`config.mk`:
```
export PLATFORM = sky130hd
export DESIGN_NAME = pll_clock_control_logic
export DESIGN_NICKNAME = d
export VERILOG_FILES = /design/src/pll_ctl_pkg.sv /design/src/clock_switch.sv /design/src/pll_clock_control_logic.sv /design/src/sync2.sv
export SDC_FILE = /design/constraint.sdc
export NUM_CORES = 1
export LEC_CHECK = 0
export BUFFER_PORTS_ARGS = -buffer_cell sky130_fd_sc_hd__buf_2
export CAP_MARGIN = 10
export CORE_MARGIN = 2
export CORE_UTILIZATION = 50
export CTS_BUF_LIST = sky130_fd_sc_hd__clkbuf_2
export CTS_CLUSTER_DIAMETER = 200
export DETAILED_ROUTE_END_ITERATION = 6
export PLACE_DENSITY = 0.93
export SLEW_MARGIN = 5
export SYNTH_ARGS = -nofsm -noshare
export SYNTH_HDL_FRONTEND = slang
export SYNTH_HIERARCHICAL = 1
export SYNTH_SLANG_ARGS = --single-unit
```
`constraint.sdc`:
```
create_clock -name MCLK -period 1.8 [get_ports MCLK]
set_input_delay 0.09 -clock MCLK [delete_from_list [all_inputs] [get_ports MCLK]]
set_output_delay 0.09 -clock MCLK [all_outputs]
set_load 0.05 [all_outputs]
```
`src/pll_ctl_pkg.sv`:
```
package pll_ctl_pkg;

  // register byte addresses
  localparam logic [7:0] CTRL_ADDR      = 8'h00;
  localparam logic [7:0] BANDWIDTH_ADDR = 8'h04;
  localparam logic [7:0] PROG_ADDR      = 8'h08;
  localparam logic [7:0] BRKCTL_ADDR    = 8'h0c;

  // pll_control_reg fields
  localparam int CTRL_IE_BIT   = 7;
  localparam int CTRL_FLAG_BIT = 6;
  localparam int CTRL_ON_BIT   = 5;
  localparam int CTRL_BCS_BIT  = 4;
  localparam logic [3:0] CTRL_LOW_BITS = 4'hf;

  // pll_bandwidth_control fields
  localparam int BW_AUTO_BIT  = 7;
  localparam int BW_LOCK_BIT  = 6;
  localparam int BW_TRACK_BIT = 5;
  localparam int BW_XLD_BIT   = 4;

  // pll_multiplier_programming fields
  localparam int PROG_MUL_LSB = 4;
  localparam int PROG_VRS_LSB = 0;

  // break_flag_control_reg fields
  localparam int BRK_BREAK_CLEAR_ENABLE_BIT = 7;

  // reset values
  localparam logic       PLL_ON_RESET = 1'b1;
  localparam logic [3:0] MUL_RESET    = 4'h6;
  localparam logic [3:0] VRS_RESET    = 4'h6;

  // clock switch stasis: cycles of each source clock to wait
  localparam logic [1:0] SWITCH_TICKS = 2'h3;

  typedef enum logic [0:0] {
    SW_RUN  = 1'b0,
    SW_HOLD = 1'b1
  } switch_state_e;

endpackage : pll_ctl_pkg

```
`src/clock_switch.sv`:
```
`timescale 1ns/1ps
module clock_switch
  import pll_ctl_pkg::*;
(
  // clock and reset
  input  wire logic clk,
  input  wire logic rst,
  // source control
  input  wire logic sel,
  input  wire logic xtick,
  input  wire logic vtick,
  input  wire logic stop,
  // divided output
  output logic      clk_out
);
  switch_state_e state_q, state_d;
  logic          cur_q, cur_d;
  logic [1:0]    xcnt_q, xcnt_d;
  logic [1:0]    vcnt_q, vcnt_d;
  logic          out_d;

  always_comb begin
    state_d = state_q;
    cur_d   = cur_q;
    xcnt_d  = xcnt_q;
    vcnt_d  = vcnt_q;
    out_d   = clk_out;
    case (state_q)
      SW_RUN: begin
        // divide selected source by two for a clean duty cycle
        if ((cur_q && vtick) || (!cur_q && xtick)) begin
          out_d = ~clk_out;
        end
        if (sel != cur_q) begin
          state_d = SW_HOLD;
          xcnt_d  = '0;
          vcnt_d  = '0;
        end
      end
      SW_HOLD: begin
        // output held static until both sources are seen settling
        if (xtick && xcnt_q != SWITCH_TICKS) begin
          xcnt_d = xcnt_q + 2'h1;
        end
        if (vtick && vcnt_q != SWITCH_TICKS) begin
          vcnt_d = vcnt_q + 2'h1;
        end
        if (xcnt_q == SWITCH_TICKS && vcnt_q == SWITCH_TICKS) begin
          cur_d   = sel;
          state_d = SW_RUN;
        end
      end
      default: state_d = SW_RUN;
    endcase
    if (stop) begin
      out_d = 1'b0;
    end
  end

  always_ff @(posedge clk) begin
    if (rst) begin
      state_q <= SW_RUN;
      cur_q   <= 1'b0;
      xcnt_q  <= '0;
      vcnt_q  <= '0;
      clk_out <= 1'b0;
    end else begin
      state_q <= state_d;
      cur_q   <= cur_d;
      xcnt_q  <= xcnt_d;
      vcnt_q  <= vcnt_d;
      clk_out <= out_d;
    end
  end
endmodule : clock_switch

```
`src/pll_clock_control_logic.sv`:
```
`timescale 1ns/1ps
module pll_clock_control_logic
  import pll_ctl_pkg::*;
(
  // clock and reset
  input  wire logic       MCLK,
  input  wire logic       RESET,
  // apb slave
  input  wire logic       PSEL,
  input  wire logic       PENABLE,
  input  wire logic       PWRITE,
  input  wire logic [7:0] PADDR,
  input  wire logic [31:0] PWDATA,
  output logic      [31:0] PRDATA,
  output logic            PREADY,
  output logic            PSLVERR,
  // analog loop status and source clocks
  input  wire logic       LOCK_DETECT,
  input  wire logic       TRACK_DETECT,
  input  wire logic       VCO_CLK_IN,
  input  wire logic       XTAL_CLK_IN,
  // system mode inputs
  input  wire logic       STOP_REQ,
  input  wire logic       BREAK_ACTIVE,
  // analog loop control
  output logic            PLL_ENABLE,
  output logic            TRACK_MODE,
  output logic      [3:0] MULT_N,
  output logic      [3:0] VCO_RANGE,
  // clock and interrupt outputs
  output logic            CRYSTAL_CLK_OUT,
  output logic            BASE_CLK_OUT,
  output logic            PLL_IRQ
);
  // synchronised pins
  logic [5:0] pins_s;
  logic       lock_s, track_s, vco_s, xtal_s, stop_s, brk_s;

  sync2 #(.WIDTH(6)) pin_sync (
    .clk (MCLK),
    .rst (RESET),
    .d   ({LOCK_DETECT, TRACK_DETECT, VCO_CLK_IN, XTAL_CLK_IN, STOP_REQ, BREAK_ACTIVE}),
    .q   (pins_s)
  );
  assign {lock_s, track_s, vco_s, xtal_s, stop_s, brk_s} = pins_s;

  // register state
  logic       ie_q, ie_d;
  logic       flag_q, flag_d;
  logic       on_q, on_d;
  logic       bcs_q, bcs_d;
  logic       auto_q, auto_d;
  logic       acq_man_q, acq_man_d;
  logic       xld_q, xld_d;
  logic [3:0] mul_q, mul_d;
  logic [3:0] vrs_q, vrs_d;
  logic       break_clear_enable_q, break_clear_enable_d;
  logic       lock_prev_q;
  logic       vco_prev_q, xtal_prev_q;
  logic       vtick, xtick;
  // bus state
  logic       wr_en, rd_en;
  logic [7:0] wdat;
  logic [7:0] rdat;
  logic       mapped;
  logic       ready_d, err_d;
  logic [31:0] prdata_d;
  // output next values
  logic       en_d, track_d, irq_d, xclk_d;
  logic [3:0] n_d;

  assign vtick = vco_s & ~vco_prev_q;
  assign xtick = xtal_s & ~xtal_prev_q;
  assign wdat  = PWDATA[7:0];
  // a write or read takes effect at the edge that completes the access
  assign wr_en = PSEL & PENABLE & PREADY & PWRITE;
  assign rd_en = PSEL & PENABLE & PREADY & ~PWRITE;

  // read mux
  always_comb begin
    rdat   = 8'h00;
    mapped = 1'b1;
    case (PADDR)
      CTRL_ADDR: begin
        rdat[CTRL_IE_BIT]   = ie_q & auto_q;
        rdat[CTRL_FLAG_BIT] = flag_q & auto_q;
        rdat[CTRL_ON_BIT]   = on_q;
        rdat[CTRL_BCS_BIT]  = bcs_q;
        rdat[3:0]           = CTRL_LOW_BITS;
      end
      BANDWIDTH_ADDR: begin
        rdat[BW_AUTO_BIT]  = auto_q;
        rdat[BW_LOCK_BIT]  = auto_q & lock_s;
        rdat[BW_TRACK_BIT] = auto_q ? track_s : acq_man_q;
        rdat[BW_XLD_BIT]   = xld_q & bcs_q;
      end
      PROG_ADDR: begin
        rdat[PROG_MUL_LSB +: 4] = mul_q;
        rdat[PROG_VRS_LSB +: 4] = vrs_q;
      end
      BRKCTL_ADDR: begin
        rdat[BRK_BREAK_CLEAR_ENABLE_BIT] = break_clear_enable_q;
      end
      default: mapped = 1'b0;
    endcase
  end

  // apb answer: ready one cycle after setup, data and error latched with it
  always_comb begin
    ready_d  = PSEL & ~PENABLE;
    err_d    = PSEL & ~PENABLE & ~mapped;
    prdata_d = PRDATA;
    if (PSEL && !PENABLE) begin
      prdata_d = {24'h000000, rdat};
    end
  end

  // register next values
  always_comb begin
    ie_d      = ie_q;
    flag_d    = flag_q;
    on_d      = on_q;
    bcs_d     = bcs_q;
    auto_d    = auto_q;
    acq_man_d = acq_man_q;
    xld_d     = xld_q;
    mul_d     = mul_q;
    vrs_d     = vrs_q;
    break_clear_enable_d    = break_clear_enable_q;

    if (wr_en && PADDR == CTRL_ADDR) begin
      if (auto_q) begin
        ie_d = wdat[CTRL_IE_BIT];
      end
      // pll cannot be switched off under the VCO source
      if (wdat[CTRL_ON_BIT] || !bcs_q) begin
        on_d = wdat[CTRL_ON_BIT];
      end
      // select checks the old on bit, so enable and select need two writes
      if (!wdat[CTRL_BCS_BIT]) begin
        bcs_d = 1'b0;
      end else if (on_q && vrs_q != 4'h0) begin
        bcs_d = 1'b1;
      end
    end

    if (wr_en && PADDR == BANDWIDTH_ADDR) begin
      auto_d = wdat[BW_AUTO_BIT];
      if (!auto_q) begin
        acq_man_d = wdat[BW_TRACK_BIT];
      end
      if (wdat[BW_XLD_BIT]) begin
        xld_d = 1'b1;
      end
    end

    if (wr_en && PADDR == PROG_ADDR && !on_q) begin
      mul_d = wdat[PROG_MUL_LSB +: 4];
      vrs_d = wdat[PROG_VRS_LSB +: 4];
    end

    if (wr_en && PADDR == BRKCTL_ADDR) begin
      break_clear_enable_d = wdat[BRK_BREAK_CLEAR_ENABLE_BIT];
    end

    // crystal edge during the detection window proves the reference alive
    if (xtick) begin
      xld_d = 1'b0;
    end
    if (!bcs_q) begin
      xld_d = 1'b0;
    end

    // zero range forces crystal source
    if (vrs_q == 4'h0) begin
      bcs_d = 1'b0;
    end
    if (stop_s) begin
      bcs_d = 1'b0;
    end

    // clear first so that a same-cycle toggle still leaves the flag set
    if (rd_en && PADDR == CTRL_ADDR && (!brk_s || break_clear_enable_q)) begin
      flag_d = 1'b0;
    end
    if (auto_q && lock_s != lock_prev_q) begin
      flag_d = 1'b1;
    end
    if (!auto_q) begin
      flag_d = 1'b0;
    end
  end

  // loop control outputs; no gating for wait, only stop idles the block
  always_comb begin
    en_d    = on_q & (vrs_q != 4'h0) & ~stop_s;
    track_d = auto_q ? track_s : acq_man_q;
    n_d     = (mul_q == 4'h0) ? 4'h1 : mul_q;
    irq_d   = flag_q & ie_q & auto_q & ~stop_s;
    xclk_d  = xtal_s & ~stop_s;
  end

  // source switch with stasis and divide-by-two
  clock_switch base_switch (
    .clk     (MCLK),
    .rst     (RESET),
    .sel     (bcs_q),
    .xtick   (xtick),
    .vtick   (vtick),
    .stop    (stop_s),
    .clk_out (BASE_CLK_OUT)
  );

  // bus answer; ready is never held off, so every access ends one cycle after setup
  always_ff @(posedge MCLK) begin
    if (RESET) begin
      PRDATA  <= '0;
      PREADY  <= 1'b0;
      PSLVERR <= 1'b0;
    end else begin
      PRDATA  <= prdata_d;
      PREADY  <= ready_d;
      PSLVERR <= err_d;
    end
  end

  // edge history resets to the idle pin level, so no false toggle follows reset
  always_ff @(posedge MCLK) begin
    if (RESET) begin
      ie_q        <= 1'b0;
      flag_q      <= 1'b0;
      on_q        <= PLL_ON_RESET;
      bcs_q       <= 1'b0;
      auto_q      <= 1'b0;
      acq_man_q   <= 1'b0;
      xld_q       <= 1'b0;
      mul_q       <= MUL_RESET;
      vrs_q       <= VRS_RESET;
      break_clear_enable_q      <= 1'b0;
      lock_prev_q <= 1'b0;
      vco_prev_q  <= 1'b0;
      xtal_prev_q <= 1'b0;
    end else begin
      ie_q        <= ie_d;
      flag_q      <= flag_d;
      on_q        <= on_d;
      bcs_q       <= bcs_d;
      auto_q      <= auto_d;
      acq_man_q   <= acq_man_d;
      xld_q       <= xld_d;
      mul_q       <= mul_d;
      vrs_q       <= vrs_d;
      break_clear_enable_q      <= break_clear_enable_d;
      lock_prev_q <= lock_s;
      vco_prev_q  <= vco_s;
      xtal_prev_q <= xtal_s;
    end
  end

  // loop, clock and interrupt outputs, each straight from a flop
  always_ff @(posedge MCLK) begin
    if (RESET) begin
      PLL_ENABLE      <= 1'b0;
      TRACK_MODE      <= 1'b0;
      MULT_N          <= MUL_RESET;
      VCO_RANGE       <= VRS_RESET;
      PLL_IRQ         <= 1'b0;
      CRYSTAL_CLK_OUT <= 1'b0;
    end else begin
      PLL_ENABLE      <= en_d;
      TRACK_MODE      <= track_d;
      MULT_N          <= n_d;
      VCO_RANGE       <= vrs_q;
      PLL_IRQ         <= irq_d;
      CRYSTAL_CLK_OUT <= xclk_d;
    end
  end
endmodule : pll_clock_control_logic

```
`src/sync2.sv`:
```
`timescale 1ns/1ps
module sync2 #(
  parameter int WIDTH = 1
) (
  // clock and reset
  input  wire logic             clk,
  input  wire logic             rst,
  // level crossing
  input  wire logic [WIDTH-1:0] d,
  output logic      [WIDTH-1:0] q
);
  logic [WIDTH-1:0] meta_q;

  always_ff @(posedge clk) begin
    if (rst) begin
      meta_q <= '0;
      q      <= '0;
    end else begin
      meta_q <= d;
      q      <= meta_q;
    end
  end
endmodule : sync2

```
# Yosys cells after proc, flatten, opt, wreduce, memory -nomap -nowiden
# Cells that the tools add are included.
dict set report totals {
  reg_bits 60
  in_bits 51
  out_inout_bits 47
}
dict set report classes {
  addsub 2
  eq_ne 13
  n_mux 18
  bitwise 28
  reduce_logical 43
}
# operator count
set op_table {}
lappend op_table {{bitwise AND 1 bit} 18}
lappend op_table {{AND reduction 2 bit} 9}
lappend op_table {{equality test 8 x 4 -> 1 bit (second input constant)} 2}
lappend op_table {{logical AND 1 bit} 15}
lappend op_table {{inverter 1 bit} 10}
lappend op_table {{one-hot mux 3 bit (3 select lines)} 1}
lappend op_table {{equality test 8 x 3 -> 1 bit (second input constant)} 1}
lappend op_table {{logical NOT 4 bit} 2}
lappend op_table {{logical NOT 8 bit} 1}
lappend op_table {{two-way mux 1 bit} 8}
lappend op_table {{inequality test 2 bit (second input constant)} 4}
lappend op_table {{one-hot mux 2 bit (2 select lines)} 2}
lappend op_table {{one-hot mux 4 bit (2 select lines)} 1}
lappend op_table {{two-way mux 2 bit} 3}
lappend op_table {{OR reduction 2 bit} 3}
lappend op_table {{OR reduction 3 bit} 2}
lappend op_table {{logical NOT 1 bit} 5}
lappend op_table {{adder 2 x 1 -> 2 bit (second input constant)} 2}
lappend op_table {{equality test 2 bit (second input constant)} 2}
lappend op_table {{inequality test 2 x 1 -> 1 bit (second input constant)} 2}
lappend op_table {{one-hot mux 1 bit (4 select lines)} 1}
lappend op_table {{nonzero test 4 bit} 1}
lappend op_table {{OR reduction 4 bit} 1}
lappend op_table {{logical OR 1 bit} 3}
lappend op_table {{4 further kinds} 5}

# Longest topological paths before layout
# Gate-level depths: netlist of the first run.
dict set report logic_depth {
  depth_word 7
  ltp_mapped 6
  depth_no_buf 4
}

# Modules after synthesis
# The synthesis of the first run kept the hierarchy.
# mod instances cells_each area_per_inst_um2 seq_area_each_um2
set modules_own_cells {}
lappend modules_own_cells {pll_clock_control_logic 1 196 1830.5 820.8}
lappend modules_own_cells {sync2 1 25 366.6 240.2}
lappend modules_own_cells {clock_switch 1 32 317.8 140.1}

# Least setup slack after synthesis of the first run
# OpenSTA, ideal clock, no wires.
dict set report synth_path {
  path_kind {register to register}
  start {register PREADY}
  end {register mul_q[3]}
  setup_time_ps 114
  t_arrival_ps 1786
  t_required_ps 1686
  setup_slack_ps -100
  stages_incl_launch_ff 6
  cell_sequence {dfxtp_1 > nand4_1 > nor4_4 > buf_6 > mux2i_1 > nor2_1}
}
dict set report synth_via {
  elab_chain_len 4
}
# element line_no
set synth_rtl {}
lappend synth_rtl {{start: declaration} pll_clock_control_logic.sv:15} ;# output logic PREADY,
lappend synth_rtl {{start signal: assignment} pll_clock_control_logic.sv:222} ;# PREADY <= ready_d;
lappend synth_rtl {{bitwise AND 1 bit (2 in series)} pll_clock_control_logic.sv:76} ;# assign wr_en = PSEL & PENABLE & PREADY & PWRITE;
lappend synth_rtl {{logical AND 1 bit (2 in series)} pll_clock_control_logic.sv:157} ;# if (wr_en && PADDR == PROG_ADDR && !on_q) begin
lappend synth_rtl {{end signal: assignment} pll_clock_control_logic.sv:251} ;# mul_q <= mul_d;
lappend synth_rtl {{end: declaration} pll_clock_control_logic.sv:55} ;# logic [3:0] mul_q, mul_d;
# Every way passes these cells.
# A chain may end at the register's enable or synchronous reset.

# Worst setup path in the final report of the first run
dict set report layout_path {
  start {register on_q}
  end {register vrs_q[3]}
}
dict set report layout_via {
  elab_chain_len 2
}
# element line_no
set layout_rtl {}
lappend layout_rtl {{start: declaration} pll_clock_control_logic.sv:50} ;# logic on_q, on_d;
lappend layout_rtl {{start signal: assignment} pll_clock_control_logic.sv:246} ;# on_q <= on_d;
lappend layout_rtl {{logical NOT 1 bit} pll_clock_control_logic.sv:157}
lappend layout_rtl {{logical AND 1 bit} pll_clock_control_logic.sv:157}
lappend layout_rtl {{end signal: assignment} pll_clock_control_logic.sv:252} ;# vrs_q <= vrs_d;
lappend layout_rtl {{end: declaration} pll_clock_control_logic.sv:56} ;# logic [3:0] vrs_q, vrs_d;
# Every way passes these cells.

==> flow_metrics.env, run 1 <==
export IMPL_fillers=406
export IMPL_htree_levels=3
export IMPL_syn_to_final_growth_pct=16.72
export IMPL_drt_iter0_drc=170
export IMPL_cts_sinks=60
export IMPL_setup_tns_ps=0
export IMPL_synth_compound_area_share_pct=9.403
export IMPL_ff2ff_setup_slack_ps=160
export IMPL_first_pass_iters=4
export IMPL_use_met3_pct=6.024
export IMPL_critPathSlowestCell="or3b_2"
export IMPL_synthXorXnorAreaFrac_pct=0.6965
export IMPL_crit_chain="or3b_2 -> nor4_4 -> buf_12 -> mux2i_1 -> nor2_1"
export IMPL_worstHoldPathCells=3
export IMPL_worstReg2RegEnd="vrs_q[3]"
export IMPL_grt_busiest_layer="met2"
export IMPL_tightest_slew_ps=656.0
export IMPL_final_max_slew_viol_count=0
export IMPL_fin_util_pct=61.33
export IMPL_drv_cap=0
export IMPL_grt_pass1_vias=1723
export IMPL_diodes=0
export IMPL_layout_common_cells="59 x dfxtp_1, 49 x buf_2, 28 x nor2_1"
export IMPL_grtUsageTotal_pct=18.67
export IMPL_hold_ws_ps=27.55
export IMPL_setup_worst_path_start_class="register"
export IMPL_hold_viol_final=0
export IMPL_final_common_cell="dfxtp_1"
export IMPL_io_pins=98
export IMPL_cts_buffer_depth=2
export IMPL_power_leakage_nw=1.259
export IMPL_fp_dieW_um=74.92
export IMPL_slew_limit_headroom_pct=55.70
export IMPL_insertion_delay_ps=460
export IMPL_root_buffer="clkbuf_2"
export IMPL_synth_fa_ha_area_share_pct=0.9950
export IMPL_start_util_pct=52.55
export IMPL_grt_pass1_wl_um=7617
export IMPL_grt_overflow_total=0
export IMPL_grt_setup_unrepaired="no"
export IMPL_setup_violations=0
export IMPL_io_buffers=49
export IMPL_period_share_pct=91.35
export IMPL_totalWireLength_um=4825
export IMPL_fin_nets=374
export IMPL_criticalPathCategory="reg2reg"
export IMPL_dp_hpwl_um=3423
export IMPL_endpoint_kind="register"
export IMPL_cpPeakStageDelay_ps=500
export IMPL_die_area_mm2=0.005613
export IMPL_grt_use_met1_pct=22.16
export IMPL_die_height_um=74.92
export IMPL_critPathArrivalTime_ps=2010
export IMPL_worstPathRequired_ps=2170
export IMPL_reg2reg_depth=5
export IMPL_hold_end="flag_q"
export IMPL_holdCritStartpoint="PWRITE"
export IMPL_reg2reg_from="on_q"
export IMPL_syn_area_per_cell_um2=9.940
export IMPL_crit_start="on_q"
export IMPL_synth_ff_type="dfxtp_1"
export IMPL_synthMuxAreaShare_pct=4.876
export IMPL_path_buf_inv=1
export IMPL_yosysTopAreaCell="dfxtp_1"
export IMPL_drc_errors=0
export IMPL_synth_top_family_by_area="simple AND/OR/NAND/NOR gates"
export IMPL_outcome="completed"
export IMPL_cts_resized=0
export IMPL_power_density_mw_per_mm2=779.6
export IMPL_grt_max_degree=32
export IMPL_cp_max_fo=12
export IMPL_ant_nets=0
export IMPL_synthTopCellsByArea="dfxtp_1 48%, buf_4 7.8%, nor2_1 4.2%"
export IMPL_ir_drop_v=0.0004868
export IMPL_clk_pin_slew_worst_paths_ps=160
export IMPL_synth_simple_area_share_pct=24.93
export IMPL_synth_distinct_cells=45
export IMPL_netlist_instances=253
export IMPL_antenna_found_initial=0
export IMPL_via_per_inst=4.880
export IMPL_cts_tree="done"
export IMPL_post_route_min_period_ps=1644
export IMPL_drive_gt1_share_pct=30.77
export IMPL_cts_buffers_inserted=9
export IMPL_place_congestion=0.8819
export IMPL_drt_wirelength_per_cell_um=12.31
export IMPL_hold_path_class="in2reg"
export IMPL_synth_top_area_share_pct=47.76
export IMPL_synth_edf_count=0
export IMPL_clock_skew_final_ps=15.72
export IMPL_rows=25
export IMPL_vias=1913
export IMPL_synthesis_area_mm2=0.002515
export IMPL_ys_warn_count=6
export IMPL_crit_family="simple AND/OR/NAND/NOR gates"
export IMPL_met2_usage_pct=29.53
export IMPL_max_freq_mhz=608.1
export IMPL_async_reset_ff_share_pct=0
export IMPL_ys_seq_elements=60
export IMPL_ys_seq_area_share_pct=47.76
export IMPL_coreArea_mm2=0.004786
==> sequential cells by signal, summed over array words and instances (netlist names), 2 cells and up <==
register / cells
mul_q: 4
pin_sync/meta_q: 6
base_switch/vcnt_q: 2
pin_sync/q: 6
MULT_N: 4
PRDATA: 8
VCO_RANGE: 4
base_switch/xcnt_q: 2
vrs_q: 4
==> power breakdown <==
group	internal, W	total (W)	leakage [nW]	switching [W]
Combinational	0.0000846	0.000310	0.714	0.000225
Clock	0.000173	0.000617	0.0566	0.000444
Sequential	0.00135	0.00136	0.488	0.00000819
==> final cells by class <==
cell class	count	area (um2)	share of cell area, %
clock buffers	11	55.05	1.876
repair buffers	69	442.9	15.09
well taps	67	83.83	2.856
clock inverters	4	17.52	0.5968
multi-input cells	177	1119	38.11
flip-flops and latches	60	1202	40.96
inverters	4	15.01	0.5115
==> worst min-delay path, delay by kind of cell <==
family	cells	cell delay [ps]
AO/OA/AOI/OAI	2	270
buffers and inverters	1	90
==> metal layers <==
metal  share of wire (%)  vias up
met2                  48       70
li1                    -      955
met4                 3.0        0
met3                 5.9       13
met5                   0        -
met1                  44      875
==> cell families (layout without fill, tap and decap cells) <==
family,Yosys count,count (layout)
xor gates and xnor gates,2,2
muxes,12,12
and+or+nand+nor,103,103
adders and majority gates,2,2
buffers and inverters,39,88
other,1,24
AOI/OAI and AO/OA,34,34
DFF,60,60
==> worst max-delay path by stage <==
stage | depth (start not counted) | end
2_1_floorplan | 5 | mul_q[3]
3_3_place_gp | 5 | flag_q
3_5_place_dp | 6 | vrs_q[3]
4_1_cts | 5 | vrs_q[3]
5_1_grt | 5 | vrs_q[3]
6_report | 5 | vrs_q[3]
==> stage by stage <==
| step | power [W] | setup slack [ps] | instances | instance area, um2 |
|---|---|---|---|---|
| finish | 0.002288 | 155.7 | 392 | 2935 |
| detailed placement | 0.001675 | 76.21 | 363 | 2723 |
| global placement | 0.001671 | 81.40 | 363 | 2723 |
| floorplan | 0.001664 | 105.2 | 276 | 2603 |
| CTS | 0.002310 | 162.6 | 392 | 2935 |
| global route | 0.002377 | 96.89 | 392 | 2935 |
==> synth_stat cells (4+ instances only) <==
library cell / count
a211oi_1: 6
a21oi_1: 13
a31o_2: 4
buf_4: 26
buf_6: 5
clkbuf_1: 4
dfxtp_1: 60
inv_1: 4
mux2i_1: 10
nand2_1: 10
nand2b_1: 5
nand3_1: 7
nor2_1: 28
nor2b_1: 11
nor2b_2: 8
nor3_1: 7
or2_2: 6
==> timing repair <==
action | in CTS | in global routing
endpoints found under the hold margin | 20 | 0
endpoints found under the setup margin | 0 | 0
buffers inserted | 0 | 0
hold buffers | 14 | 0
No activity file was read; power rests on OpenSTA's default activity.
==> run 2, diff against run 1 <==
- ABC_CLOCK_PERIOD_IN_PS: default -> 1800
- CORE_MARGIN: 2 -> 3
==> run 2 against run 1 <==
  * Wire length rose by 7.6%
  * Power rose by 7.0%
  * Critical path depth is the same
  * Utilization is 1.2 points higher
  * Sequential power is essentially flat
  * Hold slack gained 17 ps
  * Critical path type unchanged
==> flow_metrics.env, run 2 (synthesis gave the netlist of run 1 again) <==
export IMPL_via_per_inst=4.886
export IMPL_insertion_delay_ps=480
export IMPL_ir_drop_v=0.0005572
export IMPL_critPathSlowestCell="nor4_4"
export IMPL_drv_cap=0
export IMPL_grt_pass1_vias=1807
export IMPL_first_pass_iters=4
export IMPL_worstHoldPathCells=3
export IMPL_path_buf_inv=1
export IMPL_grtUsageTotal_pct=17.97
export IMPL_critPathArrivalTime_ps=2020
export IMPL_place_congestion=0.8744
export IMPL_hold_path_class="in2reg"
export IMPL_root_buffer="clkbuf_2"
export IMPL_hold_viol_final=0
export IMPL_htree_levels=3
export IMPL_die_height_um=76.92
export IMPL_drt_iter0_drc=190
export IMPL_slew_limit_headroom_pct=57.97
export IMPL_clkPwrFrac_pct=31.3
export IMPL_final_area_mm2=0.002994
export IMPL_hold_end="flag_q"
export IMPL_ant_nets=0
export IMPL_drc_errors=0
export IMPL_tightest_slew_ps=622.3
export IMPL_drt_wirelength_per_cell_um=13.11
export IMPL_largest_register="PRDATA"
export IMPL_cpPeakStageDelay_ps=400
export IMPL_coreArea_mm2=0.004786
export IMPL_outcome="completed"
export IMPL_cts_resized=0
export IMPL_final_common_cell="dfxtp_1"
export IMPL_p_sw_w=0.0006928
export IMPL_criticalPathCategory="reg2reg"
export IMPL_clock_skew_final_ps=25.35
export IMPL_clk_pin_slew_worst_paths_ps=160
export IMPL_reg_top3="PRDATA (8), pin_sync/meta_q (6), pin_sync/q (6)"
export IMPL_holdCritStartpoint="PWRITE"
export IMPL_placed_area_mm2=0.002738
export IMPL_vias=1935
export IMPL_power_leakage_nw=1.287
export IMPL_cts_sinks=60
export IMPL_die_area_mm2=0.005917
export IMPL_totalWireLength_um=5193
export IMPL_cts_tree="done"
export IMPL_antenna_found_initial=0
export IMPL_final_max_slew_viol_count=0
export IMPL_setup_worst_path_start_class="register"
export IMPL_period_share_pct=91.75
export IMPL_io_pins=98
export IMPL_crit_family="simple AND/OR/NAND/NOR gates"
export IMPL_diodes=0
export IMPL_power_density_mw_per_mm2=818.0
export IMPL_power_frac_comb_pct=13.0
export IMPL_grt_overflow_total=0
export IMPL_cp_max_fo=12
export IMPL_cts_buffer_depth=2
export IMPL_drive_gt1_share_pct=30.70
export IMPL_reg2reg_depth=5
export IMPL_internal_power_w=0.001756
export IMPL_reg2reg_from="PREADY"
export IMPL_crit_start="PREADY"
export IMPL_setup_violations=0
export IMPL_grt_pass1_wl_um=8328
export IMPL_seqPwrFrac_pct=55.6
export IMPL_layout_common_cells="59 x dfxtp_1, 49 x buf_2, 28 x nor2_1"
export IMPL_start_util_pct=52.55
export IMPL_worstReg2RegEnd="mul_q[0]"
export IMPL_ff2ff_setup_slack_ps=150
export IMPL_largest_reg_flops=8
export IMPL_cts_buffers_inserted=9
export IMPL_post_route_min_period_ps=1651
export IMPL_grt_setup_unrepaired="no"
export IMPL_rows=25
export IMPL_max_freq_mhz=605.5
export IMPL_worstPathRequired_ps=2170
export IMPL_grt_max_degree=25
export IMPL_syn_to_final_growth_pct=19.05
export IMPL_fin_nets=378
export IMPL_fp_dieW_um=76.92
export IMPL_setup_tns_ps=0
export IMPL_swShare_pct=28.29
export IMPL_endpoint_kind="register"
export IMPL_dp_hpwl_um=3700
export IMPL_io_buffers=49
export IMPL_crit_chain="nand4_1 -> nor4_4 -> buf_12 -> mux2i_1 -> nor2_1"
-- run 2: worst reg2reg max path: cells and delay by family, from the launching register on --
family | cells | cell delay, ps
mux | 1 | 180
buf+inv | 1 | 190
flops | 1 | 370
simple gates | 3 | 810
-- run 2: worst max path at each step --
stage                      to  depth (start not counted)
CTS                  mul_q[0]                          5
finish               mul_q[0]                          5
floorplan            mul_q[3]                          5
global route         vrs_q[0]                          5
detailed placement  PRDATA[2]                          5
global placement       flag_q                          5
-- run 2: stage by stage --
stage               instances  total power [W]  hold slack [ps]  utilization, %  worst slack [ps]
finish                    396         0.002449            44.17           62.56             148.5
global route              396         0.002556            49.50           62.56             50.45
CTS                       396         0.002459            9.169           62.56             157.5
detailed placement        365         0.001679            302.3           57.20             44.72
global placement          365         0.001674            300.6           57.20             95.74
floorplan                 276         0.001664            207.5               -             105.2
-- run 2: layer usage --
metal / GRT usage (%) / up-vias / share of wire (%)
met1: 20.35 / 901 / 41
met3: 6.103 / 6 / 7.1
met4: 7.971 / 0 / 1.7
met5: 0 / - / 0
met2: 30.49 / 67 / 50
li1: - / 961 / -
-- run 2: cell type report --
cell class	instances	area, um2
fillers	419	1792
flip-flops and latches	60	1202
multi-input cells	177	1119
repair buffers	73	478.0
well taps	67	83.83
clock buffers	11	55.05
clock inverters	4	41.29
inverters	4	15.01
-- run 2: timing repair --
action                                 4_1_cts  5_1_grt
setup buffers                                0        0
endpoints found under the hold margin       26        0
hold buffers                                16        0
-- run 2: power groups by stage --
stage / logic (W) / clock network, W / registers (W)
3_5_place_dp: 0.000288 / 0 / 0.00139
6_report: 0.000319 / 0.000768 / 0.00136
5_1_grt: 0.000337 / 0.000852 / 0.00137
3_3_place_gp: 0.000284 / 0 / 0.00139
2_1_floorplan: 0.000239 / 0 / 0.00142
4_1_cts: 0.000315 / 0.000782 / 0.00136
==> run 3, diff against run 2 <==
- CORE_UTILIZATION: 50 -> 30
- PLACE_DENSITY: 0.93 -> 0.65
==> run 3 against run 2 <==
  * Sequential power about the same
  * Critical path depth down 1
  * Combinational power rose by 3%
  * Global-route usage down 6.2 points
  * First-iteration DRC count is 62% lower
  * Flip-flop and latch count unchanged
  * Utilization down 24 points
  * Hold slack improved by 9.4 ps
  * Critical path type unchanged
  * Power rose by 0.51%
==> flow_metrics.env, run 3 (synthesis gave the netlist of run 1 again) <==
export IMPL_first_pass_iters=4
export IMPL_largest_register="PRDATA"
export IMPL_cts_tree="done"
export IMPL_worstReg2RegEnd="xld_q"
export IMPL_reg2reg_depth=4
export IMPL_final_max_slew_viol_count=0
export IMPL_cts_buffer_depth=2
export IMPL_totalWireLength_um=5317
export IMPL_cp_max_fo=6
export IMPL_largest_reg_flops=8
export IMPL_antenna_found_initial=0
export IMPL_setup_worst_path_start_class="register"
export IMPL_final_common_cell="dfxtp_1"
export IMPL_post_route_min_period_ps=1606
export IMPL_io_buffers=49
export IMPL_hold_path_class="in2reg"
export IMPL_ctsHoldBuffers=18
export IMPL_power_density_mw_per_mm2=796.5
export IMPL_cts_setup_buffers=0
export IMPL_holdCritStartpoint="PENABLE"
export IMPL_htree_levels=3
export IMPL_root_buffer="clkbuf_2"
export IMPL_grt_overflow_total=0
export IMPL_drc_errors=0
export IMPL_reg2reg_from="PREADY"
export IMPL_drive_gt1_share_pct=31.94
export IMPL_diodes=0
export IMPL_cts_buffers_inserted=9
export IMPL_fp_dieW_um=97.56
export IMPL_tightest_slew_ps=590.1
export IMPL_grt_max_degree=21
export IMPL_die_area_mm2=0.009518
export IMPL_grtUsageTotal_pct=11.74
export IMPL_clock_skew_final_ps=13.97
export IMPL_coreArea_mm2=0.007928
export IMPL_criticalPathCategory="reg2reg"
export IMPL_power_w=0.002462
export IMPL_clk_pin_slew_worst_paths_ps=150
export IMPL_endpoint_kind="register"
export IMPL_ant_nets=0
export IMPL_place_congestion=0.8657
export IMPL_ir_drop_v=0.0003401
export IMPL_power_leakage_nw=1.320
export IMPL_drv_cap=0
export IMPL_cts_resized=0
export IMPL_period_share_pct=89.21
export IMPL_setup_violations=0
export IMPL_hold_end="PSLVERR"
export IMPL_rows=32
export IMPL_worstPathRequired_ps=2170
export IMPL_die_height_um=97.56
export IMPL_syn_to_final_growth_pct=22.89
export IMPL_drt_wirelength_per_cell_um=12.17
export IMPL_dp_hpwl_um=4024
export IMPL_outcome="completed"
export IMPL_start_util_pct=31.72
export IMPL_cts_sinks=60
export IMPL_io_pins=98
export IMPL_grt_pass1_vias=1834
export IMPL_critPathArrivalTime_ps=1970
export IMPL_layout_common_cells="59 x dfxtp_1, 49 x buf_2, 28 x nor2_1"
export IMPL_fin_nets=384
export IMPL_grt_pass1_wl_um=8735
export IMPL_grt_setup_unrepaired="no"
export IMPL_hold_ws_ps=53.59
export IMPL_setup_tns_ps=0
export IMPL_ff2ff_setup_slack_ps=190
export IMPL_hold_viol_final=0
export IMPL_drt_iter0_drc=72
export IMPL_vias=1885
export IMPL_max_freq_mhz=622.8
export IMPL_reg_top3="PRDATA (8), pin_sync/meta_q (6), pin_sync/q (6)"
export IMPL_worstHoldPathCells=3
export IMPL_via_per_inst=4.314
export IMPL_slew_limit_headroom_pct=60.58
export IMPL_insertion_delay_ps=470
run 3: cell count changes in the layout (fill, tap and decap cells not counted):
cell / before / now
buf_4: 7 / 11
clkinv_1: 3 / 1
clkbuf_2: 11 / 12
dlygate4sd3_1: 16 / 18
clkinv_2: 0 / 1
run 3: final cells by class:
| type | count | area (um2) |
|---|---|---|
| Fill cell | 814 | 4837 |
| Sequential cell | 60 | 1202 |
| Multi-Input combinational cell | 177 | 1119 |
| Timing Repair Buffer | 79 | 528.0 |
| Tap cell | 102 | 127.6 |
| Clock buffer | 12 | 60.06 |
| Clock inverter | 3 | 38.79 |
| Inverter | 4 | 15.01 |
run 3: routing by layer:
layer | vias up | share of wire, % | global-route usage, % | wire (um)
met3 | 13 | 5.6 | 3.230 | 297
met2 | 60 | 45 | 17.76 | 2418
li1 | 976 | - | - | -
met5 | - | 0 | 0 | 0
met1 | 836 | 46 | 14.60 | 2441
met4 | 0 | 3.0 | 7.561 | 159
run 3: how the worst max path moves through the flow:
| stage | from | end | slack (ps) |
|---|---|---|---|
| finish | PREADY | xld_q | 190 |
| global route | PREADY | xld_q | 40 |
| CTS | PREADY | xld_q | 160 |
| detailed placement | PADDR[5] | flag_q | 60 |
| global placement | PADDR[5] | flag_q | 80 |
| floorplan | PREADY | mul_q[3] | 110 |
run 3: critical path, stage by stage, from the launching register on:
cell,delay (ps)
dfxtp_2,370
nand4_1,320
nor4_4,440
a21oi_1,130
nor4b_1,250
run 3: through the flow:
step	util [%]	instances	area (um2)	setup WS, ps
2_1_floorplan	-	276	2603	105.2
3_3_place_gp	35.46	404	2811	83.73
3_5_place_dp	35.46	404	2811	60.99
4_1_cts	38.98	437	3090	158.4
5_1_grt	38.98	437	3090	41.97
6_report	38.98	437	3090	194.3
run 3: power by group:
part | switching (W) | internal, W | total, W | leakage [nW]
Combinational | 0.000230 | 0.0000976 | 0.000327 | 0.762
Sequential | 0.00000875 | 0.00135 | 0.00136 | 0.488
Clock | 0.000447 | 0.000326 | 0.000773 | 0.0695
Total | 0.000685 | 0.00178 | 0.00246 | 1.32
